$ cat config.mk
export PLATFORM = sky130hd
export DESIGN_NAME = caw_router
export DESIGN_NICKNAME = d
export VERILOG_FILES = /design/src/design/caw_pkg.sv /design/src/design/caw_router.sv
export SDC_FILE = /design/constraint.sdc
export NUM_CORES = 1
export LEC_CHECK = 0
export ABC_CLOCK_PERIOD_IN_PS = 15200
export BUFFER_PORTS_ARGS = -buffer_cell sky130_fd_sc_hd__buf_2
export CORE_ASPECT_RATIO = 1.1
export CORE_MARGIN = 8
export CORE_UTILIZATION = 48
export CTS_BUF_LIST = sky130_fd_sc_hd__clkbuf_16
export DETAILED_ROUTE_END_ITERATION = 8
export MAX_ROUTING_LAYER = met4
export PLACE_DENSITY = 0.7
export SETUP_SLACK_MARGIN = 0.15
export SYNTH_ARGS = -nofsm -noshare
export SYNTH_HDL_FRONTEND = slang
export SYNTH_SLANG_ARGS = --single-unit
$ cat constraint.sdc
create_clock -name clk -period 15.2 [get_ports clk]
set_clock_uncertainty 0.1 [all_clocks]
set_input_delay 3.04 -clock clk [delete_from_list [all_inputs] [get_ports clk]]
set_output_delay 3.04 -clock clk [all_outputs]
set_load 0.02 [all_outputs]
$ cat src/design/caw_pkg.sv
// Purpose: Shared constants and types for the CPU address alias router
// Assumes: One clock, whole-word accesses only
// Notes:   Register offsets are byte addresses on the AHB-Lite slave
package caw_pkg;
  // Write buffer geometry
  localparam int          FIFO_DEPTH  = 4;
  localparam int          PTR_W       = 2;
  localparam int          CNT_W       = 3;
  // Register byte offsets
  localparam logic [7:0]  OFF_CTRL    = 8'h00;
  localparam logic [7:0]  OFF_SRAM    = 8'h04;
  localparam logic [7:0]  OFF_B0_BASE = 8'h08;
  localparam logic [7:0]  OFF_B0_SIZE = 8'h0c;
  localparam logic [7:0]  OFF_B1_BASE = 8'h10;
  localparam logic [7:0]  OFF_B1_SIZE = 8'h14;
  localparam logic [7:0]  OFF_BANK_EN = 8'h18;
  localparam logic [7:0]  OFF_STATUS  = 8'h1c;
  // Field positions
  localparam int          WB_EN_BIT   = 3;
  localparam int          ST_STALL    = 0;
  localparam int          ST_BUSY     = 1;
  localparam int          ST_CNT      = 2;
  localparam int          ST_BOOT     = 8;
  // SRAM size codes and byte counts
  localparam logic [1:0]  SRAM_32K    = 2'h0;
  localparam logic [1:0]  SRAM_64K    = 2'h1;
  localparam logic [31:0] BYTES_32K   = 32'h0000_8000;
  localparam logic [31:0] BYTES_64K   = 32'h0001_0000;
  localparam logic [31:0] BYTES_96K   = 32'h0001_8000;
  // Address windows: top six bits pick a 64 MB window
  localparam logic [5:0]  WIN_TCM     = 6'h01;
  localparam logic [3:0]  NIB_BUF     = 4'h4;
  localparam logic [3:0]  NIB_NBUF    = 4'h5;
  localparam logic [1:0]  SUB_SRAM    = 2'h0;
  localparam logic [1:0]  SUB_FLASHIF = 2'h1;
  localparam logic [1:0]  SUB_BRIDGE0 = 2'h2;
  localparam logic [1:0]  SUB_BRIDGE1 = 2'h3;
  // Flash bank reset values
  localparam logic [31:0] BOOT_ADDR   = 32'h0000_0000;
  localparam logic [31:0] B0_SIZE_RST = 32'h0001_0000;
  localparam logic [31:0] B1_SIZE_RST = 32'h0000_8000;
  localparam logic [1:0]  BANK_EN_RST = 2'h1;
  localparam logic [1:0]  BANK_EN_ALT = 2'h2;

  typedef enum logic [2:0] {
    TGT_NONE, TGT_SRAM, TGT_FLASH0, TGT_FLASH1,
    TGT_FLASHIF, TGT_BRIDGE0, TGT_BRIDGE1, TGT_OTHER
  } caw_tgt_e;
  typedef enum logic [1:0] {SRC_FIFO, SRC_DMA, SRC_CPU} caw_src_e;
  typedef enum logic [1:0] {C_IDLE, C_TCM, C_BUS} caw_cst_e;
endpackage : caw_pkg

$ cat src/design/caw_router.sv
// Purpose: CPU address alias decode with write buffer toward the system bus
// Assumes: Targets answer on the same clock; TCM answers in its request cycle
// Notes:   One system bus engine serves buffer drain, DMA and CPU direct
`timescale 1ns/1ps
module caw_router
  import caw_pkg::*;
(
  input  wire logic        clk,
  input  wire logic        sys_rst,
  input  wire logic        hsel,
  input  wire logic [31:0] haddr,
  input  wire logic [1:0]  htrans,
  input  wire logic        hwrite,
  input  wire logic [2:0]  hsize,
  input  wire logic [31:0] hwdata,
  input  wire logic        hready,
  output logic             hreadyout,
  output logic [31:0]      hrdata,
  output logic             hresp,
  input  wire logic        cpu_req,
  input  wire logic        cpu_wr,
  input  wire logic [31:0] cpu_addr,
  input  wire logic [31:0] cpu_wdata,
  output logic             cpu_done_q,
  output logic [31:0]      cpu_rdata_q,
  output logic             cpu_stall_q,
  output logic             tcm_req_q,
  output logic             tcm_wr_q,
  output logic [31:0]      tcm_addr_q,
  output logic [31:0]      tcm_wdata_q,
  input  wire logic [31:0] tcm_rdata,
  input  wire logic        dma_req,
  input  wire logic        dma_wr,
  input  wire logic [31:0] dma_addr,
  input  wire logic [31:0] dma_wdata,
  output logic             dma_done_q,
  output logic [31:0]      dma_rdata_q,
  output logic             sys_req_q,
  output logic             sys_wr_q,
  output caw_tgt_e         sys_tgt_q,
  output logic [31:0]      sys_addr_q,
  output logic [31:0]      sys_wdata_q,
  input  wire logic        sys_ack,
  input  wire logic [31:0] sys_rdata,
  input  wire logic        boot_sel_nv,
  output logic [1:0]       bank_en_q
);

  logic              hready_q;
  logic [31:0]       hrdata_q;
  logic              ahb_pend_q;
  logic              ahb_wr_q;
  logic [7:0]        ahb_off_q;
  logic [31:0]       rd_val;
  logic              wb_en_q;
  logic [1:0]        sram_size_q;
  logic [31:0]       sram_bytes;
  logic [31:0]       bank_base_q [2];
  logic [31:0]       bank_size_q [2];
  logic              boot_s1_q;
  logic              boot_s2_q;
  logic              boot_sel_q;
  logic [31:0]       fifo_addr_q [FIFO_DEPTH];
  logic [31:0]       fifo_data_q [FIFO_DEPTH];
  logic [PTR_W-1:0]  wr_ptr_q;
  logic [PTR_W-1:0]  rd_ptr_q;
  logic [CNT_W-1:0]  count_q;
  logic              fifo_empty;
  logic              fifo_full;
  logic              fifo_push;
  logic              fifo_pop;
  caw_cst_e          cpu_st_q;
  logic              cpu_take;
  logic              cpu_tcm;
  logic              cpu_buf;
  logic              eng_busy_q;
  caw_src_e          eng_src_q;
  logic              grant;
  caw_src_e          pick;
  logic              pick_wr;
  logic [31:0]       pick_addr;
  logic [31:0]       pick_data;
  caw_tgt_e          pick_tgt;
  logic              bus_cpu_done;

  // Flash bank hit against the programmed window
  function automatic logic in_bank(input logic [31:0] a, input int i);
    in_bank = bank_en_q[i] && (a >= bank_base_q[i]) && ((a - bank_base_q[i]) < bank_size_q[i]);
  endfunction : in_bank

  // Target of an address; SRAM offsets past the set size decode to none
  function automatic caw_tgt_e tgt_of(input logic [31:0] a);
    caw_tgt_e t;
    t = TGT_OTHER;
    if (a[31:26] == WIN_TCM)
      t = ({6'h00, a[25:0]} < sram_bytes) ? TGT_SRAM : TGT_NONE;
    else if (a[31:28] == NIB_BUF || a[31:28] == NIB_NBUF)
    begin
      unique case (a[27:26])
        SUB_SRAM:    t = ({6'h00, a[25:0]} < sram_bytes) ? TGT_SRAM : TGT_NONE;
        SUB_FLASHIF: t = TGT_FLASHIF;
        SUB_BRIDGE0: t = TGT_BRIDGE0;
        SUB_BRIDGE1: t = TGT_BRIDGE1;
      endcase
    end
    else if (in_bank(a, 0))
      t = TGT_FLASH0;
    else if (in_bank(a, 1))
      t = TGT_FLASH1;
    tgt_of = t;
  endfunction : tgt_of

  // Address presented to the target
  function automatic logic [31:0] phys_of(input logic [31:0] a, input caw_tgt_e t);
    case (t)
      TGT_SRAM:   phys_of = {6'h00, a[25:0]};
      TGT_FLASH0: phys_of = a - bank_base_q[0];
      TGT_FLASH1: phys_of = a - bank_base_q[1];
      TGT_FLASHIF, TGT_BRIDGE0, TGT_BRIDGE1: phys_of = {NIB_NBUF, a[27:0]};
      default:    phys_of = a;
    endcase
  endfunction : phys_of

  // SRAM size in bytes; an unused code falls back to the largest size
  always_comb
  begin
    case (sram_size_q)
      SRAM_32K: sram_bytes = BYTES_32K;
      SRAM_64K: sram_bytes = BYTES_64K;
      default:  sram_bytes = BYTES_96K;
    endcase
  end

  assign hreadyout = hready_q;
  assign hrdata    = hrdata_q;
  assign hresp     = 1'b0;    // Always OKAY

  // AHB-Lite slave: one wait state so read data leaves a flop
  always_ff @(posedge clk)
  begin
    if (sys_rst)
    begin
      hready_q   <= 1'b1;
      hrdata_q   <= 32'h0000_0000;
      ahb_pend_q <= 1'b0;
      ahb_wr_q   <= 1'b0;
      ahb_off_q  <= 8'h00;
    end
    else if (ahb_pend_q)
    begin
      ahb_pend_q <= 1'b0;
      hready_q   <= 1'b1;
      hrdata_q   <= ahb_wr_q ? 32'h0000_0000 : rd_val;
    end
    else if (hsel && htrans[1] && hready)
    begin
      ahb_pend_q <= 1'b1;
      hready_q   <= 1'b0;
      ahb_wr_q   <= hwrite;
      ahb_off_q  <= haddr[7:0];
    end
  end

  // Read mux; unmapped offsets read zero
  always_comb
  begin
    rd_val = 32'h0000_0000;
    case (ahb_off_q)
      OFF_CTRL:    rd_val[WB_EN_BIT] = wb_en_q;
      OFF_SRAM:    rd_val[1:0] = sram_size_q;
      OFF_B0_BASE: rd_val = bank_base_q[0];
      OFF_B0_SIZE: rd_val = bank_size_q[0];
      OFF_B1_BASE: rd_val = bank_base_q[1];
      OFF_B1_SIZE: rd_val = bank_size_q[1];
      OFF_BANK_EN: rd_val[1:0] = bank_en_q;
      OFF_STATUS:
      begin
        rd_val[ST_STALL]             = cpu_stall_q;
        rd_val[ST_BUSY]              = eng_busy_q;
        rd_val[ST_CNT+CNT_W-1:ST_CNT] = count_q;
        rd_val[ST_BOOT]              = boot_sel_q;
      end
      default:     rd_val = 32'h0000_0000;
    endcase
  end

  // Boot strap pin synchroniser, free running so it is settled in reset
  always_ff @(posedge clk)
  begin
    boot_s1_q <= boot_sel_nv;
    boot_s2_q <= boot_s1_q;
  end

  // Configuration registers; the boot strap is caught only while in reset
  always_ff @(posedge clk)
  begin
    if (sys_rst)
    begin
      wb_en_q        <= 1'b0;
      sram_size_q    <= SRAM_32K;
      bank_base_q[0] <= BOOT_ADDR;
      bank_base_q[1] <= BOOT_ADDR;
      bank_size_q[0] <= B0_SIZE_RST;
      bank_size_q[1] <= B1_SIZE_RST;
      bank_en_q      <= boot_s2_q ? BANK_EN_ALT : BANK_EN_RST;
      boot_sel_q     <= boot_s2_q;
    end
    else if (ahb_pend_q && ahb_wr_q)
    begin
      case (ahb_off_q)
        OFF_CTRL:    wb_en_q <= hwdata[WB_EN_BIT];
        OFF_SRAM:    sram_size_q <= hwdata[1:0];
        OFF_B0_BASE: bank_base_q[0] <= hwdata;
        OFF_B0_SIZE: bank_size_q[0] <= hwdata;
        OFF_B1_BASE: bank_base_q[1] <= hwdata;
        OFF_B1_SIZE: bank_size_q[1] <= hwdata;
        OFF_BANK_EN: bank_en_q <= hwdata[1:0];
        default:     ;
      endcase
    end
  end

  // CPU request decode
  assign cpu_take  = cpu_req && !cpu_done_q && (cpu_st_q == C_IDLE);
  assign cpu_tcm   = (cpu_addr[31:26] == WIN_TCM);
  // only enabled writes to the buffered range
  assign cpu_buf   = wb_en_q && cpu_wr && (cpu_addr[31:28] == NIB_BUF);
  assign fifo_empty = (count_q == '0);
  assign fifo_full  = (count_q == CNT_W'(FIFO_DEPTH));
  assign fifo_push  = cpu_take && !cpu_tcm && cpu_buf && !fifo_full;
  assign fifo_pop   = grant && (pick == SRC_FIFO);
  assign bus_cpu_done = eng_busy_q && sys_ack && (eng_src_q == SRC_CPU);

  // Write FIFO storage and pointers
  always_ff @(posedge clk)
  begin
    if (sys_rst)
    begin
      wr_ptr_q <= '0;
      rd_ptr_q <= '0;
      count_q  <= '0;
    end
    else
    begin
      if (fifo_push)
      begin
        fifo_addr_q[wr_ptr_q] <= cpu_addr;
        fifo_data_q[wr_ptr_q] <= cpu_wdata;
        wr_ptr_q              <= wr_ptr_q + 1'b1;
      end
      if (fifo_pop)
        rd_ptr_q <= rd_ptr_q + 1'b1;
      if (fifo_push && !fifo_pop)
        count_q <= count_q + 1'b1;
      else if (fifo_pop && !fifo_push)
        count_q <= count_q - 1'b1;
    end
  end

  // CPU side sequencer
  always_ff @(posedge clk)
  begin
    if (sys_rst)
    begin
      cpu_st_q    <= C_IDLE;
      cpu_done_q  <= 1'b0;
      cpu_rdata_q <= 32'h0000_0000;
      cpu_stall_q <= 1'b0;
      tcm_req_q   <= 1'b0;
      tcm_wr_q    <= 1'b0;
      tcm_addr_q  <= 32'h0000_0000;
      tcm_wdata_q <= 32'h0000_0000;
    end
    else
    begin
      cpu_done_q <= 1'b0;
      tcm_req_q  <= 1'b0;
      unique case (cpu_st_q)
        C_IDLE:
        begin
          if (cpu_take && cpu_tcm)
          begin
            tcm_req_q   <= 1'b1;
            tcm_wr_q    <= cpu_wr;
            tcm_addr_q  <= {6'h00, cpu_addr[25:0]};
            tcm_wdata_q <= cpu_wdata;
            cpu_stall_q <= 1'b1;
            cpu_st_q    <= C_TCM;
          end
          else if (cpu_take && cpu_buf)
          begin
            // stall while full, retry each cycle
            cpu_done_q  <= !fifo_full;
            cpu_stall_q <= fifo_full;
          end
          else if (cpu_take)
          begin
            cpu_stall_q <= 1'b1;
            cpu_st_q    <= C_BUS;
          end
        end
        C_TCM:
        begin
          cpu_done_q  <= 1'b1;
          cpu_rdata_q <= tcm_rdata;
          cpu_stall_q <= 1'b0;
          cpu_st_q    <= C_IDLE;
        end
        C_BUS:
        begin
          if (bus_cpu_done)
          begin
            cpu_done_q  <= 1'b1;
            cpu_rdata_q <= sys_rdata;
            cpu_stall_q <= 1'b0;
            cpu_st_q    <= C_IDLE;
          end
        end
      endcase
    end
  end

  // Engine arbitration: drain first, so a later direct access sees older writes
  always_comb
  begin
    grant     = 1'b0;
    pick      = SRC_FIFO;
    pick_wr   = 1'b1;
    pick_addr = fifo_addr_q[rd_ptr_q];
    pick_data = fifo_data_q[rd_ptr_q];
    if (!eng_busy_q)
    begin
      if (!fifo_empty)
        grant = 1'b1;
      else if (dma_req && !dma_done_q)
      begin
        grant     = 1'b1;
        pick      = SRC_DMA;
        pick_wr   = dma_wr;
        pick_addr = dma_addr;
        pick_data = dma_wdata;
      end
      else if (cpu_st_q == C_BUS)
      begin
        grant     = 1'b1;
        pick      = SRC_CPU;
        pick_wr   = cpu_wr;
        pick_addr = cpu_addr;
        pick_data = cpu_wdata;
      end
    end
  end
  // Decode in a process so a new SRAM size or bank window re-evaluates at once
  always_comb
  begin
    pick_tgt = tgt_of(pick_addr);
  end

  // System bus engine: request held until the target acknowledges
  always_ff @(posedge clk)
  begin
    if (sys_rst)
    begin
      eng_busy_q  <= 1'b0;
      eng_src_q   <= SRC_FIFO;
      sys_req_q   <= 1'b0;
      sys_wr_q    <= 1'b0;
      sys_tgt_q   <= TGT_NONE;
      sys_addr_q  <= 32'h0000_0000;
      sys_wdata_q <= 32'h0000_0000;
    end
    else if (grant)
    begin
      eng_busy_q  <= 1'b1;
      eng_src_q   <= pick;
      sys_req_q   <= 1'b1;
      sys_wr_q    <= pick_wr;
      sys_tgt_q   <= pick_tgt;
      sys_addr_q  <= phys_of(pick_addr, pick_tgt);
      sys_wdata_q <= pick_data;
    end
    else if (eng_busy_q && sys_ack)
    begin
      eng_busy_q <= 1'b0;
      sys_req_q  <= 1'b0;
    end
  end

  // DMA completion pulse with read data
  always_ff @(posedge clk)
  begin
    if (sys_rst)
    begin
      dma_done_q  <= 1'b0;
      dma_rdata_q <= 32'h0000_0000;
    end
    else
    begin
      dma_done_q <= eng_busy_q && sys_ack && (eng_src_q == SRC_DMA);
      if (eng_busy_q && sys_ack && (eng_src_q == SRC_DMA))
        dma_rdata_q <= sys_rdata;
    end
  end
endmodule : caw_router

==> reports/qor.tcl <==
set qor(slew_violations) 0
set qor(layout.cells.non_filler) 4088
set qor(ir_drop_uv) 97.8
set qor(final_min_period_over_clock_period_pct) 72.8
set qor(remaining_max_slew_budget_at_the_tightest_pin_pct) 16.0
set qor(final_hold_viol_count) 0
set qor(first_global_vias) 24538
set qor(worstPathRequired_ns) 15.55
set qor(core_area_mm2) 0.0632
set qor(largest_fanout_of_any_net_on_the_critical_path) 43
set qor(worst_pin_slew_ns) 1.26
set qor(clock-root-buffer) {clkbuf_16}
set qor(timing.critical_path.from) {dma_req}
set qor(die_width_um) 256
set qor(gr-usage-all-layers_pct) 26.8
set qor(wire_per_inst_um) 23.7
set qor(clock_tree_from_tritoncts) {built}
set qor(grt_remaining_overflow) 0
set qor(finalCoreUtilization_pct) 56.8
set qor(cts_max_level) 3
set qor(min_path_type) {reg -> reg}
set qor(antenna_found_initial) 29
set qor(worst_setup_path_start_kind) {input port}
set qor(timing.final.setup_violations) 0
set qor(dp.cells) 3932
set qor(numCtsBuffers) 68
set qor(outcome) {complete, no violations}
set qor(clock_tree.buffer_depth) 3
set qor(die_height_um) 280
set qor(netlist_area_mm2) 0.0305
set qor(layout-drive-gt1-share_pct) 22.5
set qor(top_level_ports) 510
set qor(synth-async-reset-ratio_pct) 0
set qor(synth_cells) 2744
set qor(max_cap_violations) 0
set qor(fillCellCount) 5385
set qor(max_stage_delay_ns) 0.63
set qor(postSynthRegisterBits) 644
set qor(firstDrtPassIters) 5
set qor(port_buffers) 474
set qor(synth.yosys.seq_area_share_pct) 55.1
set qor(initial_utilization_pct) 48.2
set qor(non_filler_cell_area_final_mm2) 0.0359
set qor(hold_depth) 0
set qor(placementRows) 97
set qor(detail_route.drc_violations) 0
set qor(leakagePower_nw) 14.3
set qor(synth_flop_cell) {edfxtp_1}
set qor(design.die.area_mm2) 0.0718
set qor(synth_edf_count) 387
set qor(cts.clk_slew.worst_paths_ns) 0.06
set qor(grt_start_max_net_pins) 73
set qor(whs_ns) 0.253
set qor(ff2ff_setup_slack_ns) 5.80
set qor(avgViaCountPerCell) 5.83
set qor(crit_path_top_delay_cell) {a21oi_1}
set qor(hold_path.startpoint) {boot_s1_q$_DFF_P_}
set qor(route.antenna.remaining_nets) 0
set qor(crit_arrival_ns) 11.42
set qor(post_layout_min_period_ns) 11.07
set qor(worst-r2r-cell-count) 32
set qor(grt_pass1_wl_um) 146000
set qor(cts_repair_resize_count) 0
set qor(netlist-cell-type-count) 81
set qor(finalSetupTns_ns) 0
set qor(critical_path.reg2reg.startpoint) {cpu_st_q[0]$_SDFFE_PP0P_}
set qor(vias) 23836
set qor(post-layout-total-power_mw) 6.40
set qor(routed_wl_um) 96700
set qor(postCtsSetupRepairBufs) 0
set qor(syn-mean-instance-area_um2) 11.1
set qor(rsz0062_at_grt) {no}
set qor(finalNetCount) 3571
set qor(synthToLayoutAreaGrowth_pct) 18.0
set qor(numClockSinks) 644
set qor(place_worst_setup_slack_ns) 3.61
set qor(type_of_destination_of_the_critical_path) {flip-flop}
set qor(timing.fmax_mhz) 90.3
set qor(dp_hpwl_um) 69000
set qor(clock_insertion_delay_worst_skew_ns) 0.61
set qor(place_area_mm2) 0.0336
set qor(power.density_cell_area_mw_per_mm2) 178
set qor(crit_type) {in -> reg}
set qor(drt_first_iter_violations) 1801
set qor(worst_slack_ns) 4.13
set qor(hold_buffers) 0
set qor(place.gp.congestion) 0.953
set qor(synth-warning-count) 0
## routing by layer
metal | share of wire [%] | GRT usage, % | up-vias
li1 | - | - | 10999
met1 | 40 | 31.8 | 11715
met2 | 50 | 44.5 | 918
met3 | 7.1 | 5.59 | 204
met4 | 3.6 | 10.4 | 0
met5 | 0 | - | -
## worst paths after layout
kind | endpoint
max | sys_addr_q[4]$_SDFFE_PP0P_
min reg2reg | boot_s2_q$_DFF_P_
max reg2reg | sys_addr_q[4]$_SDFFE_PP0P_
min | boot_s2_q$_DFF_P_
## synth_stat cells, drive strengths merged (64+ instances only)
| master | n | share of area [%] |
|---|---|---|
| ha | 135 | 5.5 |
| edfxtp | 387 | 38 |
| nor2 | 177 | 2.2 |
| and2 | 75 | 1.5 |
| dfxtp | 257 | 17 |
| nand2 | 367 | 4.5 |
| clkbuf | 130 | 1.6 |
| a21oi | 212 | 3.5 |
| a22oi | 67 | 1.7 |
| inv | 163 | 2.0 |
| o21ai | 82 | 1.4 |
| mux4 | 64 | 4.7 |
## area by class of cell
type	count	area, um2	share of cell area, %
multi-input cells	1780	12500	34.9
clock buffers	71	1780	4.94
flip-flops and latches	644	16800	46.7
diodes	30	75.1	0.209
repair buffers	504	2610	7.25
inverters	163	612	1.70
well taps	841	1050	2.93
clock inverters	55	512	1.42
## power breakdown
group	total, mW	switching (mW)	leakage [nW]	internal, mW
clock	1.70	0.717	1.16	0.979
combinational	2.66	1.67	7.36	0.992
sequential	2.04	0.0890	5.73	1.95
total	6.40	2.48	14.3	3.92
## critical path: cells and delay by family
| family | cells | cell delay (ns) |
|---|---|---|
| XOR/XNOR | 1 | 0.17 |
| adder cells (fa/ha/maj) | 2 | 0.62 |
| AND/OR/NAND/NOR | 7 | 0.85 |
| AO/OA/AOI/OAI | 16 | 5.02 |
| buffers and inverters | 5 | 1.60 |
## cell families (layout without fill, tap and decap cells)
| group | count (synthesis) | in the layout | share of synthesized area (%) |
|---|---|---|---|
| and+or+nand+nor | 785 | 785 | 11.6 |
| AOI/OAI and AO/OA | 682 | 682 | 15.4 |
| DFF | 644 | 644 | 55.1 |
| buffers and inverters | 326 | 793 | 4.24 |
| adders and majority gates | 138 | 138 | 5.74 |
| muxes | 105 | 105 | 6.09 |
| xor gates and xnor gates | 63 | 63 | 1.81 |
| other | 1 | 37 | 0.0123 |
## sequential cells by signal, indices dropped and copies added, names as in the netlist, 2 cells and up, named ones only
register	cells
hrdata	32
cpu_rdata_q	32
ahb_off_q	8
sram_size_q	2
fifo_data_q	128
sys_addr_q	32
eng_src_q	2
count_q	3
bank_base_q	64
tcm_addr_q	26
dma_rdata_q	32
tcm_wdata_q	32
fifo_addr_q	128
sys_tgt_q	3
wr_ptr_q	2
bank_en_q	2
bank_size_q	64
sys_wdata_q	32
rd_ptr_q	2
cpu_st_q	2
## cell usage in the layout, fill, tap and decap left out, types with 39 or more instances in the layout
master	instances
edfxtp_1	387
inv_1	174
and2_1	71
nand2_1	367
ha_1	134
mux2i_1	39
a221oi_1	39
a211oi_1	57
clkbuf_16	71
o21ai_0	79
nor2_1	171
a21o_1	44
a21oi_1	212
dfxtp_1	255
mux4_2	64
buf_2	473
a22oi_1	67
Power figures use the tool's default switching activity.
